===== src/rtl/edge_irq_pkg.sv =====
// Purpose: shared constants and types for the edge catch and input interrupt block
// Assumes: four input groups, one timer source, 16-bit label numbers
// Notes:   all offsets, reset values and counts live here
package edge_irq_pkg;
	// ==========================================================
	// sizes
	localparam int NUM_GROUPS  = 4;
	localparam int LABEL_W     = 16;
	localparam int PC_W        = 16;
	localparam int NEST_MAX    = 3;
	localparam int DEPTH_W     = 2;
	localparam int SYNC_STAGES = 2;

	// ==========================================================
	// reset values
	localparam logic [NUM_GROUPS-1:0] ENABLE_RESET    = 4'hF;
	localparam logic                  TIMER_EN_RESET  = 1'h1;
	localparam logic [LABEL_W-1:0]    LABEL_RESET     = 16'h0000;
	localparam logic [DEPTH_W-1:0]    DEPTH_RESET     = 2'h0;

	// ==========================================================
	// source index of the timer in the target table
	localparam logic [2:0] TIMER_SRC = 3'h4;

	// ==========================================================
	// types
	typedef enum logic [1:0] {
		FUNC_IRQ,
		FUNC_PLAIN,
		FUNC_COUNTER,
		FUNC_CATCH
	} group_func_t;

	typedef enum logic [1:0] {
		EDGE_RISE,
		EDGE_FALL,
		EDGE_BOTH
	} edge_sel_t;

	typedef struct packed {
		group_func_t func;
		edge_sel_t   edge_sel;
	} group_cfg_t;

	typedef struct packed {
		logic               valid;
		logic [2:0]         source;
		logic [LABEL_W-1:0] target;
		logic [PC_W-1:0]    return_addr;
	} vector_t;
endpackage : edge_irq_pkg


===== src/rtl/edge_catch_and_input_interrupt.sv =====
// Purpose: catch inputs, input interrupts with priority, queue and nesting guard
// Assumes: scan_end pulses once per scan from the scan sequencer; one clock
// Notes:   inputs bypass the debounce filter in catch mode; filter lives outside
//
// What this block does
// - catch mode latches a chosen edge per input, regardless of scan time
// - catch inputs bypass the debounce filter entirely
// - plain inputs update the input image only at end of scan
// - only the first caught edge in a scan counts
// - a catch flag stands exactly one scan then clears
// - interrupt mode fires on rising, falling or both edges
// - an interrupt vectors to that input's jump-target label
// - each group is interrupt, plain, counter or catch input
// - all five sources enabled at run; disable and enable instructions
// - one enable flag per input interrupt mirrors its state
// - calls from a routine nest at most 3; deeper flags error
// - five jump targets: four inputs then timer
// - simultaneous interrupts serve first input to fourth
// - interrupts during a routine wait until it ends
// - return resumes main program at the interrupted address
`timescale 1ns/1ps
module edge_catch_and_input_interrupt (
	input  wire logic                                  core_clk,
	input  wire logic                                  reset,
	input  wire logic [edge_irq_pkg::NUM_GROUPS-1:0]   dedicated_input,
	input  wire logic [edge_irq_pkg::NUM_GROUPS-1:0]   filtered_input,
	input  wire edge_irq_pkg::group_cfg_t              group_cfg [edge_irq_pkg::NUM_GROUPS],
	input  wire logic                                  running,
	input  wire logic                                  scan_end,
	input  wire logic                                  timer_tick,
	input  wire logic [edge_irq_pkg::LABEL_W-1:0]      irq_target_group1,
	input  wire logic [edge_irq_pkg::LABEL_W-1:0]      irq_target_group2,
	input  wire logic [edge_irq_pkg::LABEL_W-1:0]      irq_target_group3,
	input  wire logic [edge_irq_pkg::LABEL_W-1:0]      irq_target_group4,
	input  wire logic [edge_irq_pkg::LABEL_W-1:0]      timer_irq_target,
	input  wire logic [4:0]                            irq_disable_instr,
	input  wire logic [4:0]                            irq_enable_instr,
	input  wire logic                                  subroutine_call_instr,
	input  wire logic                                  subroutine_return_instr,
	input  wire logic [edge_irq_pkg::PC_W-1:0]         main_pc,
	output logic [edge_irq_pkg::NUM_GROUPS-1:0]        input_image,
	output logic [edge_irq_pkg::NUM_GROUPS-1:0]        counter_pulse,
	output logic                                       catch_flag_group1,
	output logic                                       catch_flag_group2,
	output logic                                       catch_flag_group3,
	output logic                                       catch_flag_group4,
	output logic                                       irq_enabled_group1,
	output logic                                       irq_enabled_group2,
	output logic                                       irq_enabled_group3,
	output logic                                       irq_enabled_group4,
	output logic                                       timer_irq_enabled,
	output edge_irq_pkg::vector_t                      vector,
	output logic                                       in_routine,
	output logic [edge_irq_pkg::PC_W-1:0]              resume_pc,
	output logic                                       resume_valid,
	output logic                                       user_exec_error_flag,
	output logic                                       error_led
);
	localparam int N = edge_irq_pkg::NUM_GROUPS;

	logic [N-1:0] level;
	logic [N-1:0] hit;

	// ==========================================================
	// per-group synchronise and edge detect
	for (genvar g = 0; g < N; g++) begin : g_edge
		edge_detect u_edge (
			.core_clk (core_clk),
			.reset    (reset),
			.pin      (dedicated_input[g]),
			.edge_sel (group_cfg[g].edge_sel),
			.level    (level[g]),
			.hit      (hit[g])
		);
	end

	function automatic logic [N-1:0] mode_mask(input edge_irq_pkg::group_func_t f_sel);
		logic [N-1:0] m;
		m = '0;
		for (int i = 0; i < N; i++) begin
			m[i] = (group_cfg[i].func == f_sel);
		end
		return m;
	endfunction : mode_mask

	logic [N-1:0] is_catch;
	logic [N-1:0] is_irq;
	logic [N-1:0] is_plain;
	logic [N-1:0] is_counter;
	// one function per group
	// always_comb, not assign: the masks must follow live changes of group_cfg
	always_comb begin
		is_catch   = mode_mask(edge_irq_pkg::FUNC_CATCH);
		is_irq     = mode_mask(edge_irq_pkg::FUNC_IRQ);
		is_plain   = mode_mask(edge_irq_pkg::FUNC_PLAIN);
		is_counter = mode_mask(edge_irq_pkg::FUNC_COUNTER);
	end
	assign counter_pulse = hit & is_counter;

	// ==========================================================
	// catch and input image
	logic [N-1:0] caught;
	logic [N-1:0] catch_flag;
	logic [N-1:0] image;
	logic [N-1:0] next_caught;
	logic [N-1:0] next_catch_flag;
	logic [N-1:0] next_image;

	always_comb begin
		next_caught     = caught;
		next_catch_flag = catch_flag;
		next_image      = image;
		// latch selected edge; raw path, filter unused
		for (int i = 0; i < N; i++) begin
			if (is_catch[i] && hit[i]) begin
				next_caught[i] = 1'b1;
			end
		end
		if (scan_end) begin
			// flag stands one scan, set wins over clear
			next_catch_flag = next_caught & is_catch;
			next_caught     = '0;
			// plain inputs sampled only at scan end
			for (int i = 0; i < N; i++) begin
				if (is_plain[i]) begin
					next_image[i] = filtered_input[i];
				end else if (is_catch[i]) begin
					next_image[i] = level[i];
				end
			end
		end
	end

	always_ff @(posedge core_clk or posedge reset) begin
		if (reset) begin
			caught     <= '0;
			catch_flag <= '0;
			image      <= '0;
		end else begin
			caught     <= next_caught;
			catch_flag <= next_catch_flag;
			image      <= next_image;
		end
	end

	assign input_image       = image;
	assign catch_flag_group1 = catch_flag[0];
	assign catch_flag_group2 = catch_flag[1];
	assign catch_flag_group3 = catch_flag[2];
	assign catch_flag_group4 = catch_flag[3];

	// no second flag within the scan
	catch_once_a: assert property (@(posedge core_clk) disable iff (reset)
		caught[0] && !scan_end |=> caught[0])
		else $error("catch latch dropped mid scan");
	// flag follows latch at scan end
	catch_scan_a: assert property (@(posedge core_clk) disable iff (reset)
		scan_end && caught[1] && is_catch[1] |=> catch_flag[1])
		else $error("catch flag not raised at scan end");
	catch_clear_a: assert property (@(posedge core_clk) disable iff (reset)
		scan_end && !caught[2] && !hit[2] |=> !catch_flag[2])
		else $error("catch flag not cleared after one scan");
	image_hold_a: assert property (@(posedge core_clk) disable iff (reset)
		!scan_end |=> $stable(image))
		else $error("input image changed outside scan end");

	// ==========================================================
	// enables, pending, dispatch and nesting
	logic [4:0]                           enabled;
	logic [4:0]                           pending;
	logic                                 busy;
	logic [edge_irq_pkg::DEPTH_W-1:0]     depth;
	logic                                 err;
	edge_irq_pkg::vector_t                vec;
	logic [edge_irq_pkg::PC_W-1:0]        ret_pc;
	logic                                 ret_valid;
	logic [4:0]                           next_enabled;
	logic [4:0]                           next_pending;
	logic                                 next_busy;
	logic [edge_irq_pkg::DEPTH_W-1:0]     next_depth;
	logic                                 next_err;
	edge_irq_pkg::vector_t                next_vec;
	logic [edge_irq_pkg::PC_W-1:0]        next_ret_pc;
	logic                                 next_ret_valid;
	logic [4:0]                           raw_req;
	logic [edge_irq_pkg::LABEL_W-1:0]     targets [5];

	assign targets[0] = irq_target_group1;
	assign targets[1] = irq_target_group2;
	assign targets[2] = irq_target_group3;
	assign targets[3] = irq_target_group4;
	assign targets[4] = timer_irq_target;

	assign raw_req = {timer_tick, hit & is_irq};

	always_comb begin
		next_enabled   = enabled;
		next_pending   = pending;
		next_busy      = busy;
		next_depth     = depth;
		next_err       = err;
		next_vec       = vec;
		next_vec.valid = 1'b0;
		next_ret_pc    = ret_pc;
		next_ret_valid = 1'b0;
		next_enabled = (enabled & ~irq_disable_instr) | irq_enable_instr;
		if (!running) begin
			next_enabled = {edge_irq_pkg::TIMER_EN_RESET, edge_irq_pkg::ENABLE_RESET};
			next_pending = '0;
		end else begin
			next_pending = pending | (raw_req & enabled);
		end
		// nest limit on calls within a routine
		if (busy && subroutine_call_instr) begin
			if (depth == edge_irq_pkg::DEPTH_W'(edge_irq_pkg::NEST_MAX)) begin
				next_err = 1'b1;
			end else begin
				next_depth = depth + 1'b1;
			end
		end
		if (busy && subroutine_return_instr) begin
			if (depth != edge_irq_pkg::DEPTH_RESET) begin
				next_depth = depth - 1'b1;
			end else begin
				next_busy      = 1'b0;
				next_ret_valid = 1'b1;
			end
		end
		// dispatch only when idle; lowest index first
		if (!busy && running) begin
			for (int i = 4; i >= 0; i--) begin
				if (pending[i]) begin
					next_vec.valid       = 1'b1;
					next_vec.source      = 3'(i);
					next_vec.target      = targets[i];
					next_vec.return_addr = main_pc;
					next_ret_pc          = main_pc;
				end
			end
			if (|pending) begin
				next_busy = 1'b1;
				next_depth = edge_irq_pkg::DEPTH_RESET;
				for (int i = 0; i < 5; i++) begin
					if (pending[i] && (pending & ((5'h01 << i) - 5'h01)) == 5'h00) begin
						next_pending[i] = raw_req[i] & enabled[i];
					end
				end
			end
		end
	end

	always_ff @(posedge core_clk or posedge reset) begin
		if (reset) begin
			enabled   <= {edge_irq_pkg::TIMER_EN_RESET, edge_irq_pkg::ENABLE_RESET};
			pending   <= '0;
			busy      <= 1'b0;
			depth     <= edge_irq_pkg::DEPTH_RESET;
			err       <= 1'b0;
			vec       <= '0;
			ret_pc    <= '0;
			ret_valid <= 1'b0;
		end else begin
			enabled   <= next_enabled;
			pending   <= next_pending;
			busy      <= next_busy;
			depth     <= next_depth;
			err       <= next_err;
			vec       <= next_vec;
			ret_pc    <= next_ret_pc;
			ret_valid <= next_ret_valid;
		end
	end

	assign irq_enabled_group1   = enabled[0];
	assign irq_enabled_group2   = enabled[1];
	assign irq_enabled_group3   = enabled[2];
	assign irq_enabled_group4   = enabled[3];
	assign timer_irq_enabled    = enabled[4];
	assign vector               = vec;
	assign in_routine           = busy;
	assign resume_pc            = ret_pc;
	assign resume_valid         = ret_valid;
	assign user_exec_error_flag = err;
	assign error_led            = err;

	prio_first_a: assert property (@(posedge core_clk) disable iff (reset)
		!busy && running && pending[0] |=> vec.valid && vec.source == 3'h0)
		else $error("priority order violated");
	no_overlap_a: assert property (@(posedge core_clk) disable iff (reset)
		busy |=> !vec.valid)
		else $error("dispatch while routine running");
	vector_label_a: assert property (@(posedge core_clk) disable iff (reset)
		!busy && running && pending[1] && !pending[0] |=> vec.target == $past(targets[1]))
		else $error("wrong jump target");
	nest_error_a: assert property (@(posedge core_clk) disable iff (reset)
		busy && subroutine_call_instr && depth == 2'h3 |=> err && error_led)
		else $error("nest overflow not flagged");
	disable_src_a: assert property (@(posedge core_clk) disable iff (reset)
		running && irq_disable_instr[2] && !irq_enable_instr[2] |=> !irq_enabled_group3)
		else $error("disable not applied");
	resume_addr_a: assert property (@(posedge core_clk) disable iff (reset)
		resume_valid |-> resume_pc == vec.return_addr)
		else $error("resume address mismatch");
endmodule : edge_catch_and_input_interrupt


===== src/rtl/edge_detect.sv =====
// Purpose: two-stage synchroniser plus edge detection for one input group
// Assumes: pin is asynchronous to core_clk
// Notes:   first stage is read only by the second stage
`timescale 1ns/1ps
module edge_detect (
	input  wire logic                   core_clk,
	input  wire logic                   reset,
	input  wire logic                   pin,
	input  wire edge_irq_pkg::edge_sel_t edge_sel,
	output logic                        level,
	output logic                        hit
);
	logic meta;
	logic sync;
	logic prev;
	logic next_meta;
	logic next_sync;
	logic next_prev;
	logic [2:0] fill;
	logic [2:0] next_fill;

	// ==========================================================
	// synchroniser
	always_comb begin
		next_meta = pin;
		next_sync = meta;
		next_prev = sync;
		next_fill = {fill[1:0], 1'b1};
	end

	always_ff @(posedge core_clk or posedge reset) begin
		if (reset) begin
			meta <= 1'b0;
			sync <= 1'b0;
			prev <= 1'b0;
			fill <= 3'h0;
		end else begin
			meta <= next_meta;
			sync <= next_sync;
			prev <= next_prev;
			fill <= next_fill;
		end
	end

	assign level = sync;

	// ==========================================================
	// edge select
	// no edge until the pipe is full: a pin idling high would look like a rise after reset
	always_comb begin
		hit = 1'b0;
		if (fill[2]) begin
			unique case (edge_sel)
				edge_irq_pkg::EDGE_RISE: hit = sync & ~prev;
				edge_irq_pkg::EDGE_FALL: hit = ~sync & prev;
				edge_irq_pkg::EDGE_BOTH: hit = sync ^ prev;
				default:                 hit = 1'b0;
			endcase
		end
	end
endmodule : edge_detect


===== config.mk =====
export PLATFORM = sky130hd
export DESIGN_NAME = edge_catch_and_input_interrupt
export DESIGN_NICKNAME = d
export VERILOG_FILES = /design/src/rtl/edge_irq_pkg.sv /design/src/rtl/edge_catch_and_input_interrupt.sv /design/src/rtl/edge_detect.sv
export SDC_FILE = /design/constraint.sdc
export NUM_CORES = 1
export LEC_CHECK = 0
export ABC_AREA = 0
export ABC_CLOCK_PERIOD_IN_PS = 3130
export BUFFER_PORTS_ARGS = -buffer_cell sky130_fd_sc_hd__buf_2
export CAP_MARGIN = 20
export CORE_UTILIZATION = 42
export CTS_BUF_LIST = sky130_fd_sc_hd__clkbuf_16
export CTS_CLUSTER_SIZE = 28
export DETAILED_ROUTE_END_ITERATION = 7
export MAX_ROUTING_LAYER = met4
export PLACE_DENSITY = 0.73
export SLEW_MARGIN = 30
export SYNTH_ARGS = -nofsm -noshare
export SYNTH_HDL_FRONTEND = slang
export SYNTH_SLANG_ARGS = --single-unit

===== constraint.sdc =====
create_clock -name core_clk -period 3.13 [get_ports core_clk]
set_input_delay 0.626 -clock core_clk [delete_from_list [all_inputs] [get_ports core_clk]]
set_output_delay 0.626 -clock core_clk [all_outputs]
set_load 0.05 [all_outputs]

* After elaboration in Yosys (flattened, before gate mapping)
Index checks and enable logic that the tools add are counted.
** Operators by class
- Add/subtract/negate cells :: 2
- Multipliers :: 0
- Divide/modulo/power cells :: 0
- Order comparisons :: 0
- Equality and inequality tests :: 21
- Shift operators :: 0
- Multiplexer cells :: 53
- Bitwise gates (word level) :: 33
- Reductions and logical operators :: 37
** Operators by type and width (number)
- 36-bit 2-to-1 mux :: 6
- 16-bit 2-to-1 mux :: 5
- 1-bit 2-to-1 mux :: 27
- 2-bit == test, second input constant :: 13
- 5-bit logical NOT :: 4
- 5-bit 2-to-1 mux :: 4
- 2-bit by 1-bit == test with 1-bit output, second input constant :: 8
- 2-bit logical NOT :: 8
- 1-bit AND :: 13
- 4-bit AND :: 3
- 2-bit 2-to-1 mux :: 6
- 1-bit one-hot mux with 3 select lines :: 4
- 2-bit AND reduction :: 6
- 1-bit logical AND :: 11
- 5-bit AND :: 2
- 5-bit OR :: 2
- 2-bit nonzero test :: 5
- 1-bit NOT :: 8
- 5-bit NOT :: 1
- 5-bit nonzero test :: 1
- 5-bit OR reduction :: 1
- 4-bit 2-to-1 mux :: 1
- 1-bit bitwise XOR :: 4
- 2-bit by 1-bit adder with 2-bit output, second input constant :: 1
- 2 further kinds :: 2
** Storage, ports and cells
- Register bits :: 103
- Bits in latches :: 0
- Memory bits (writable) :: 0
- Bits in read-only memories :: 0
- Bits of input ports :: 137
- Output and inout bits :: 73
- Memories kept :: 0

* Logic depth before layout (Yosys ltp)
Gate-level depths: netlist of run 1.
- Depth after elaboration :: 11
- Mapped depth :: 6
- Mapped depth without buffers :: 6

* Hierarchy
Synthesis of run 1 repeated with hierarchy kept, for this count alone.
** Unflattened totals
- Cells, all modules :: 429
- Area, all modules :: 4433.0 sq um
** By module, submodules not included
- edge_catch_and_input_interrupt :: times used 1, cells an instance 365, area an instance 3542.1 sq um, sequential area each 1983.2 sq um
- edge_detect :: times used 4, cells an instance 16, area an instance 222.7 sq um, sequential area each 150.1 sq um

* Worst setup path after synthesis of run 1
No wires, ideal clock.
- Path kind :: flip-flop to output port
- From :: register g_edge[2].u_edge.sync
- To :: output counter_pulse[2] in the netlist's numbering
- Data arrival time :: 2.219 ns
- Data required time :: 2.504 ns
- Slack :: 0.285 ns
- Cell stages (with the launch flop) :: 6
- Path buffers :: 0
- Cell sequence :: dfrtp_1 -> ha_1 -> nand2b_1 -> a21oi_1 -> o21ai_0 -> nor3b_1
** On the way
- Cells in the longest elaborated chain, start to end :: 5
- Elaborated cells on any way between the ends :: 7
- Those cells by class :: mux (2); bitwise (5)
** Ends and longest elaborated chain
- from (decl) :: line edge_detect.sv:14 : logic sync;
- from (signal assigned) :: line edge_detect.sv:39 : sync <= next_sync;
- 1-bit NOT :: line edge_detect.sv:55 : edge_irq_pkg::EDGE_FALL: hit = ~sync & prev;
- 1-bit AND :: line edge_detect.sv:55
- 1-bit one-hot mux with 3 select lines * :: line edge_detect.sv:53 : unique case (edge_sel)
- 1-bit 2-to-1 mux * :: line edge_detect.sv:52 : if (fill[2]) begin
- 4-bit AND * :: line edge_catch_and_input_interrupt.sv:98 : assign counter_pulse = hit & is_counter;
- to (decl) :: line edge_catch_and_input_interrupt.sv:42 : output logic [edge_irq_pkg::NUM_GROUPS-1:0] counter_pulse,
Mark *: on every way between the ends. The rest lies on a longest branch, timed or not.

* Final worst setup path of run 1
- From :: register g_edge[1].u_edge.sync
- To :: output counter_pulse[1] in the netlist's numbering
** On the way
- Cells in the longest elaborated chain, start to end :: 5
- Elaborated cells on any way between the ends :: 7
- Those cells by class :: mux (2); bitwise (5)
** Ends and longest elaborated chain (line)
- from (decl) :: edge_detect.sv:14
- from (signal assigned) :: edge_detect.sv:39
- 1-bit NOT :: edge_detect.sv:55
- 1-bit AND :: edge_detect.sv:55
- 1-bit one-hot mux with 3 select lines * :: edge_detect.sv:53
- 1-bit 2-to-1 mux * :: edge_detect.sv:52
- 4-bit AND * :: edge_catch_and_input_interrupt.sv:98
Marked as above.

==> flow_summary.ini, run 1 <==
[synthesis]
yosys.area_share.simple_pct = 11.3
synth_sequential_area_ratio_pct = 53.6
synth_nets = 516
post_synthesis_compound_gate_area_fraction_pct = 16.1
postSynthRegisterBits = 94
yosys.area_share.xor_xnor_pct = 0
synth.lib_cells_used.distinct = 40
main_combinational_cell_family_by_area_after_synthesis = compound AO/OA/AOI/OAI gates
post_synth_instance_area_mm2 = 0.00440
postSynthCellCount = 371
synth.mux.area_fraction_pct = 12.2
postSynthAreaPerCell_um2 = 11.9
ys.warnings.count = 0
share_of_synthesized_cell_area_in_full_adder_half_adder_and_majority_cells_pct = 2.27

[timing]
worst-slew-pin-transition_ns = 0.815
totalNegativeSetupSlack_ns = 0
finalSetupViolations = 0
finalCriticalPeriod_ns = 2.66
timing.max_slew.rel_slack_pct = 45.6
finalClockSkew_ns = 0.00797
maxSlewViolCount = 0
timing_hold_violations_final = 0
fin_crit_sh_pct = 85.0
fmax_ghz = 0.376
setup_slack_ns = 0.470
rsz0062_at_grt = false

[critical_path]
critical_path.reg2reg.startpoint = pending[0]
worst-path-buf-inv = 1
timing.critical_path.from = g_edge[1].u_edge.level
worst-r2r-setup-slack_ns = 1.21
worst_r2r_path_depth = 5
endpoint_kind = primary output
timing.critical_path.fanout_max = 4
critical_path.max_stage_delay_ns = 0.41
critical-path-top-delay-family = simple AND/OR/NAND/NOR gates
critPathKind = reg2out
worstPathCellList = ha_1 -> nand2b_1 -> a21oi_1 -> o21ai_0 -> nor3b_1 -> buf_2
cp.depth = 6
critical_path_startpoint_category = flip-flop
critical-path-slowest-cell = sky130_fd_sc_hd__dfrtp_1
rr_endpoint = vector[27]
cp_data_arrival_time_ns = 2.03
worst-endpoint-required_ns = 2.50

[floorplan]
core_mm2 = 0.0102
fp.dieArea_mm2 = 0.0109
die_width_um = 104
chipHeight_um = 104
floorplan.initialDensity_pct = 43.0
fp-row-count = 37
boundary_pin_count = 210

[place]
place.gp.congestion = 0.794
dpl.cell_count = 699
post-dp-hpwl_um = 8250
post-place-ws_ns = 0.706
numPortBuffers = 209

[clock_network]
post_cts.repair.setup_buffers = 0
clock_sinks = 94
post_cts_resized = 0
ctsHoldBuffers = 0
cts_htree_levels = 3
worstSkewPairLatency_ns = 0.34
clk_transition_reported_paths_ns = 0.07
cts_root_buffer = sky130_fd_sc_hd__clkbuf_16
tritoncts.num_buffers = 9
cts_tree = built
cts.path.max_buffers = 2

[pwr]
power_density_mw_per_mm2 = 926
power.clock.fraction_pct = 19.1
seq_power_share_pct = 34.0
p_sw_share_pct = 46.3
ir_worst_vdd_mv = 0.563
combinationalPowerShare_pct = 46.9
netSwitchingPower_uw = 2510
power_report.internal_total_uw = 2910
p_leak_uw = 0.00290

[layout]
final_layout_size_suffix_gt1_share_pct = 47.9
nets = 720
nFillCells = 890
layout_common_cells = sky130_fd_sc_hd__buf_2 (209), sky130_fd_sc_hd__dfrtp_1 (89), sky130_fd_sc_hd__mux2_4 (33), sky130_fd_sc_hd__nand2_1 (32)
final_common_cell = sky130_fd_sc_hd__buf_2
final_cells = 716
flow.area_growth_from_synthesis_pct = 32.8
number_of_diodes = 0

[global_routing]
grt_start_max_net_pins = 70
grt_antenna_before_repair = 0
first_global_vias = 3685
overflow = 0
grt_first_pass_wirelength_um = 18300
gr-usage-all-layers_pct = 22.1

[min_path]
worstHoldStart = g_edge[1].u_edge.meta
worst_hold_path.endpoint = g_edge[1].u_edge.level
worstHoldPathCells = 0
hold_path.class = reg2reg

[detailed_routing]
post-route-drc-count = 0
route.detailed.wl_per_inst_um = 16.0
routed_wl_um = 11500
detailedRoute.firstPassIterationCount = 6
routed-via-count = 3775
postRouteAntennaNets = 0
routed_via_density = 5.27
drt-initial-drc-count = 253

[status]
outcome = finished, final reports clean

[job]
drv_cap = 0
## worst reg2reg max path, cell delays in order (launching register included)
cell and delay (ns):
sky130_fd_sc_hd__dfrtp_1 0.38, sky130_fd_sc_hd__buf_4 0.22, sky130_fd_sc_hd__nor2b_1 0.67, sky130_fd_sc_hd__buf_4 0.29, sky130_fd_sc_hd__a222oi_1 0.08, sky130_fd_sc_hd__a31oi_1 0.21
## cells in the mapped netlist, drive strengths merged
master	n	area, µm²
mux2i	4	40.0
dfrtp	89	2230
inv	15	56.3
nand3	1	5.00
a222oi	16	160
conb	1	3.75
mux2	33	495
nand2	32	120
o31ai	1	7.51
nor4b	1	23.8
and3b	4	35.0
a21oi	11	55.1
buf	12	100
o41ai	2	17.5
dfstp	5	131
a22o	16	140
a21o	2	15.0
o211ai	2	15.0
nor2	24	90.1
nor3b	4	30.0
o22ai	4	25.0
nand3b	7	52.6
or3	1	6.26
clkbuf	12	45.0
or4bb	1	11.3
o311ai	1	8.76
nand2b	11	68.8
a21boi	1	7.51
nor2b	3	18.8
or2	5	33.8
a211oi	1	7.51
a31oi	24	150
a41o	1	10.0
o21ai	14	70.1
o41a	1	11.3
a311oi	1	8.76
ha	8	100
## worst max path at each step
stage,endpoint
2_1_floorplan,catch_flag[0]
3_3_place_gp,counter_pulse[1]
3_5_place_dp,counter_pulse[1]
4_1_cts,counter_pulse[1]
5_1_grt,counter_pulse[1]
6_report,counter_pulse[1]
## cells by family after synthesis
kind of cell | Yosys count
adders and majority gates | 8
AOI/OAI and AO/OA | 98
DFF | 94
and+or+nand+nor | 94
muxes | 37
other | 1
buffers and inverters | 39
## sequential cells by signal, indices dropped and copies added, names as in the netlist
register and count:
vector 36, resume_pc 16, enabled 5, pending 5, catch_flag 4, caught 4
g_edge.u_edge.level 4, g_edge.u_edge.meta 4, g_edge.u_edge.prev 4, input_image 4, g_edge.u_edge.fill 3, depth 2
error_led 1, in_routine 1, resume_valid 1
## power by group through the flow
| stage | clock network, µW | logic [µW] | registers [µW] |
|---|---|---|---|
| after floorplan | 0 | 696 | 3090 |
| after global placement | 0 | 2520 | 1830 |
| after detailed placement | 0 | 2540 | 1860 |
| after CTS | 1060 | 2550 | 1840 |
| after global routing | 1120 | 2660 | 1890 |
| final | 1030 | 2540 | 1840 |
## area by class of cell
class                           count  area, µm²  area share, %
Sequential cell                    94       2360           40.3
Clock buffer                        9        225           3.85
Multi-Input combinational cell    238       1850           31.6
Inverter                           15       58.8           1.01
Clock inverter                      7       55.1          0.941
Tap cell                          136        170           2.91
Timing Repair Buffer              217       1130           19.4
## metrics by stage
stage | hold WS [ns] | util, % | cell area (µm²) | power, µW
2_1_floorplan | 0.331 | - | 4400 | 3790
3_3_place_gp | 0.335 | 54.3 | 5560 | 4350
3_5_place_dp | 0.336 | 54.3 | 5560 | 4400
4_1_cts | 0.352 | 57.1 | 5840 | 5450
5_1_grt | 0.360 | 57.2 | 5850 | 5670
6_report | 0.350 | 57.2 | 5850 | 5410
## routing by layer
| layer | share of wire, % | up-vias | global-route usage [%] |
|---|---|---|---|
| met3 | 6.3 | 15 | 4.76 |
| met1 | 42 | 1826 | 26.9 |
| met2 | 51 | 165 | 36.6 |
| met4 | 1.4 | 0 | 7.45 |
| met5 | 0 | - | - |
| li1 | - | 1769 | - |
Note: power is estimated with default switching activity, not from simulation.
==> run 2: changes to the inputs <==
ABC_CLOCK_PERIOD_IN_PS = 2700   (was 3130)
CORE_UTILIZATION = 47   (was 42)
PLACE_DENSITY = 0.78   (was 0.73)
clock period = 2.7 ns   (was 3.13 ns; I/O delays follow)
==> flow_summary.ini, run 2 (same netlist as run 1, synthesis figures left out) <==
[floorplan]
fp.dieArea_mm2 = 0.00976
fp-row-count = 34
floorplan.initialDensity_pct = 49.5
chipHeight_um = 98.8
boundary_pin_count = 210
core_mm2 = 0.00889
die_width_um = 98.8

[layout]
nets = 721
design_area_mm2 = 0.00585
number_of_diodes = 0
final_layout_size_suffix_gt1_share_pct = 48.9
flow.area_growth_from_synthesis_pct = 32.8
layout_common_cells = sky130_fd_sc_hd__buf_2 (209), sky130_fd_sc_hd__dfrtp_1 (89), sky130_fd_sc_hd__mux2_4 (33), sky130_fd_sc_hd__nand2_1 (32)
final_common_cell = sky130_fd_sc_hd__buf_2
largest_register_ffs = 36

[clock_network]
cts_tree = built
post_cts_resized = 0
worstSkewPairLatency_ns = 0.33
clock_sinks = 94
tritoncts.num_buffers = 9
cts.path.max_buffers = 2
cts_htree_levels = 3
post_cts.repair.setup_buffers = 0
cts_root_buffer = sky130_fd_sc_hd__clkbuf_16
ctsHoldBuffers = 0
clk_transition_reported_paths_ns = 0.07

[timing]
fmax_ghz = 0.394
worst-slew-pin-transition_ns = 0.926
totalNegativeSetupSlack_ns = 0
maxSlewViolCount = 0
fin_crit_sh_pct = 94.0
timing.max_slew.rel_slack_pct = 38.0
finalClockSkew_ns = 0.00858
rsz0062_at_grt = false
finalSetupViolations = 0
finalCriticalPeriod_ns = 2.54
timing_hold_violations_final = 0

[place]
dpl-instance-area_mm2 = 0.00556
place.gp.congestion = 0.891
numPortBuffers = 209
post-dp-hpwl_um = 8570

[critical_path]
endpoint_kind = primary output
worst_r2r_path_depth = 4
rr_endpoint = vector[27]
critical_path_startpoint_category = flip-flop
timing.critical_path.fanout_max = 4
worst-endpoint-required_ns = 2.16
cp_data_arrival_time_ns = 2.00
critPathKind = reg2out
critical_path.reg2reg.startpoint = pending[1]
worst-r2r-setup-slack_ns = 0.66

[global_routing]
gr-usage-all-layers_pct = 24.9
highest_utilization_routing_layer_at_the_global_route_stage = met2
grt.met1_usage_pct = 30.4
gr-usage-met3_pct = 5.39
overflow = 0
grt_first_pass_wirelength_um = 18500
grt_start_max_net_pins = 95
global_route.usage.met2_pct = 39.9
first_global_vias = 3827
grt_antenna_before_repair = 0

[detailed_routing]
detailedRoute.firstPassIterationCount = 7
routed_wl_um = 11400
drt-initial-drc-count = 220
post-route-drc-count = 0
route.detailed.wl_per_inst_um = 16.5
routed_via_density = 5.49
routed-via-count = 3786
postRouteAntennaNets = 0

[job]
drv_cap = 0

[min_path]
worst_hold_path.endpoint = g_edge[1].u_edge.meta
worstHoldPathCells = 1
hold_path.class = in2reg
worstHoldStart = dedicated_input[1]

[pwr]
ir_worst_vdd_mv = 0.537
power_density_mw_per_mm2 = 1070
p_leak_uw = 0.00291

[status]
outcome = finished, final reports clean
[run 2: changes by cell type in the layout (fill, tap and decap cells not counted), sizes merged]
cell and delta:
clkinv +2, buf +1, inv -2
[run 2: stage by stage]
step | hold WS [ns] | power [µW] | util, % | instances | setup slack [ns]
final | 0.310 | 6270 | 65.8 | 689 | 0.162
after floorplan | 0.331 | 4390 | - | 371 | 0.418
after global placement | 0.333 | 5050 | 62.5 | 673 | 0.594
after detailed placement | 0.339 | 5120 | 62.5 | 673 | 0.520
after global routing | 0.296 | 6550 | 65.8 | 689 | 0.0119
after CTS | 0.300 | 6310 | 65.8 | 689 | 0.157
[run 2: layout make-up]
cell class,instances,area [µm²]
timing repair buffer,218,1140
clock inverter,7,61.3
multi-input combinational,238,1870
clock buffer,9,225
sequential,94,2360
inverter,15,60.1
tap,108,135
fill,706,3040
[run 2: how the worst max path moves through the flow]
stage	start	to
after global placement	group_cfg[13]	counter_pulse[0]
after CTS	g_edge[0].u_edge.prev	counter_pulse[0]
after detailed placement	g_edge[0].u_edge.prev	counter_pulse[0]
after global routing	g_edge[0].u_edge.prev	counter_pulse[0]
final	g_edge[0].u_edge.level	counter_pulse[0]
after floorplan	g_edge[2].u_edge.level	counter_pulse[2]
[run 2: report_power, final]
group          internal, µW  total (µW)  switching, µW
sequential             1860        2130            277
combinational           878        2960           2080
clock                   635        1170            538
total                  3370        6270           2900
[run 2: per-layer routing]
layer	up-vias	wire length, µm
li1	1769	-
met3	26	702
met5	-	0
met4	0	286
met2	156	5640
met1	1835	4750
[run 2: worst max-delay path, stage by stage, from the launching register on]
cell                       delay [ns]
sky130_fd_sc_hd__dfrtp_1         0.41
sky130_fd_sc_hd__ha_1            0.28
sky130_fd_sc_hd__nand2b_1        0.15
sky130_fd_sc_hd__a21oi_1         0.13
sky130_fd_sc_hd__o21ai_0         0.22
sky130_fd_sc_hd__nor3b_2         0.20
sky130_fd_sc_hd__buf_2           0.28
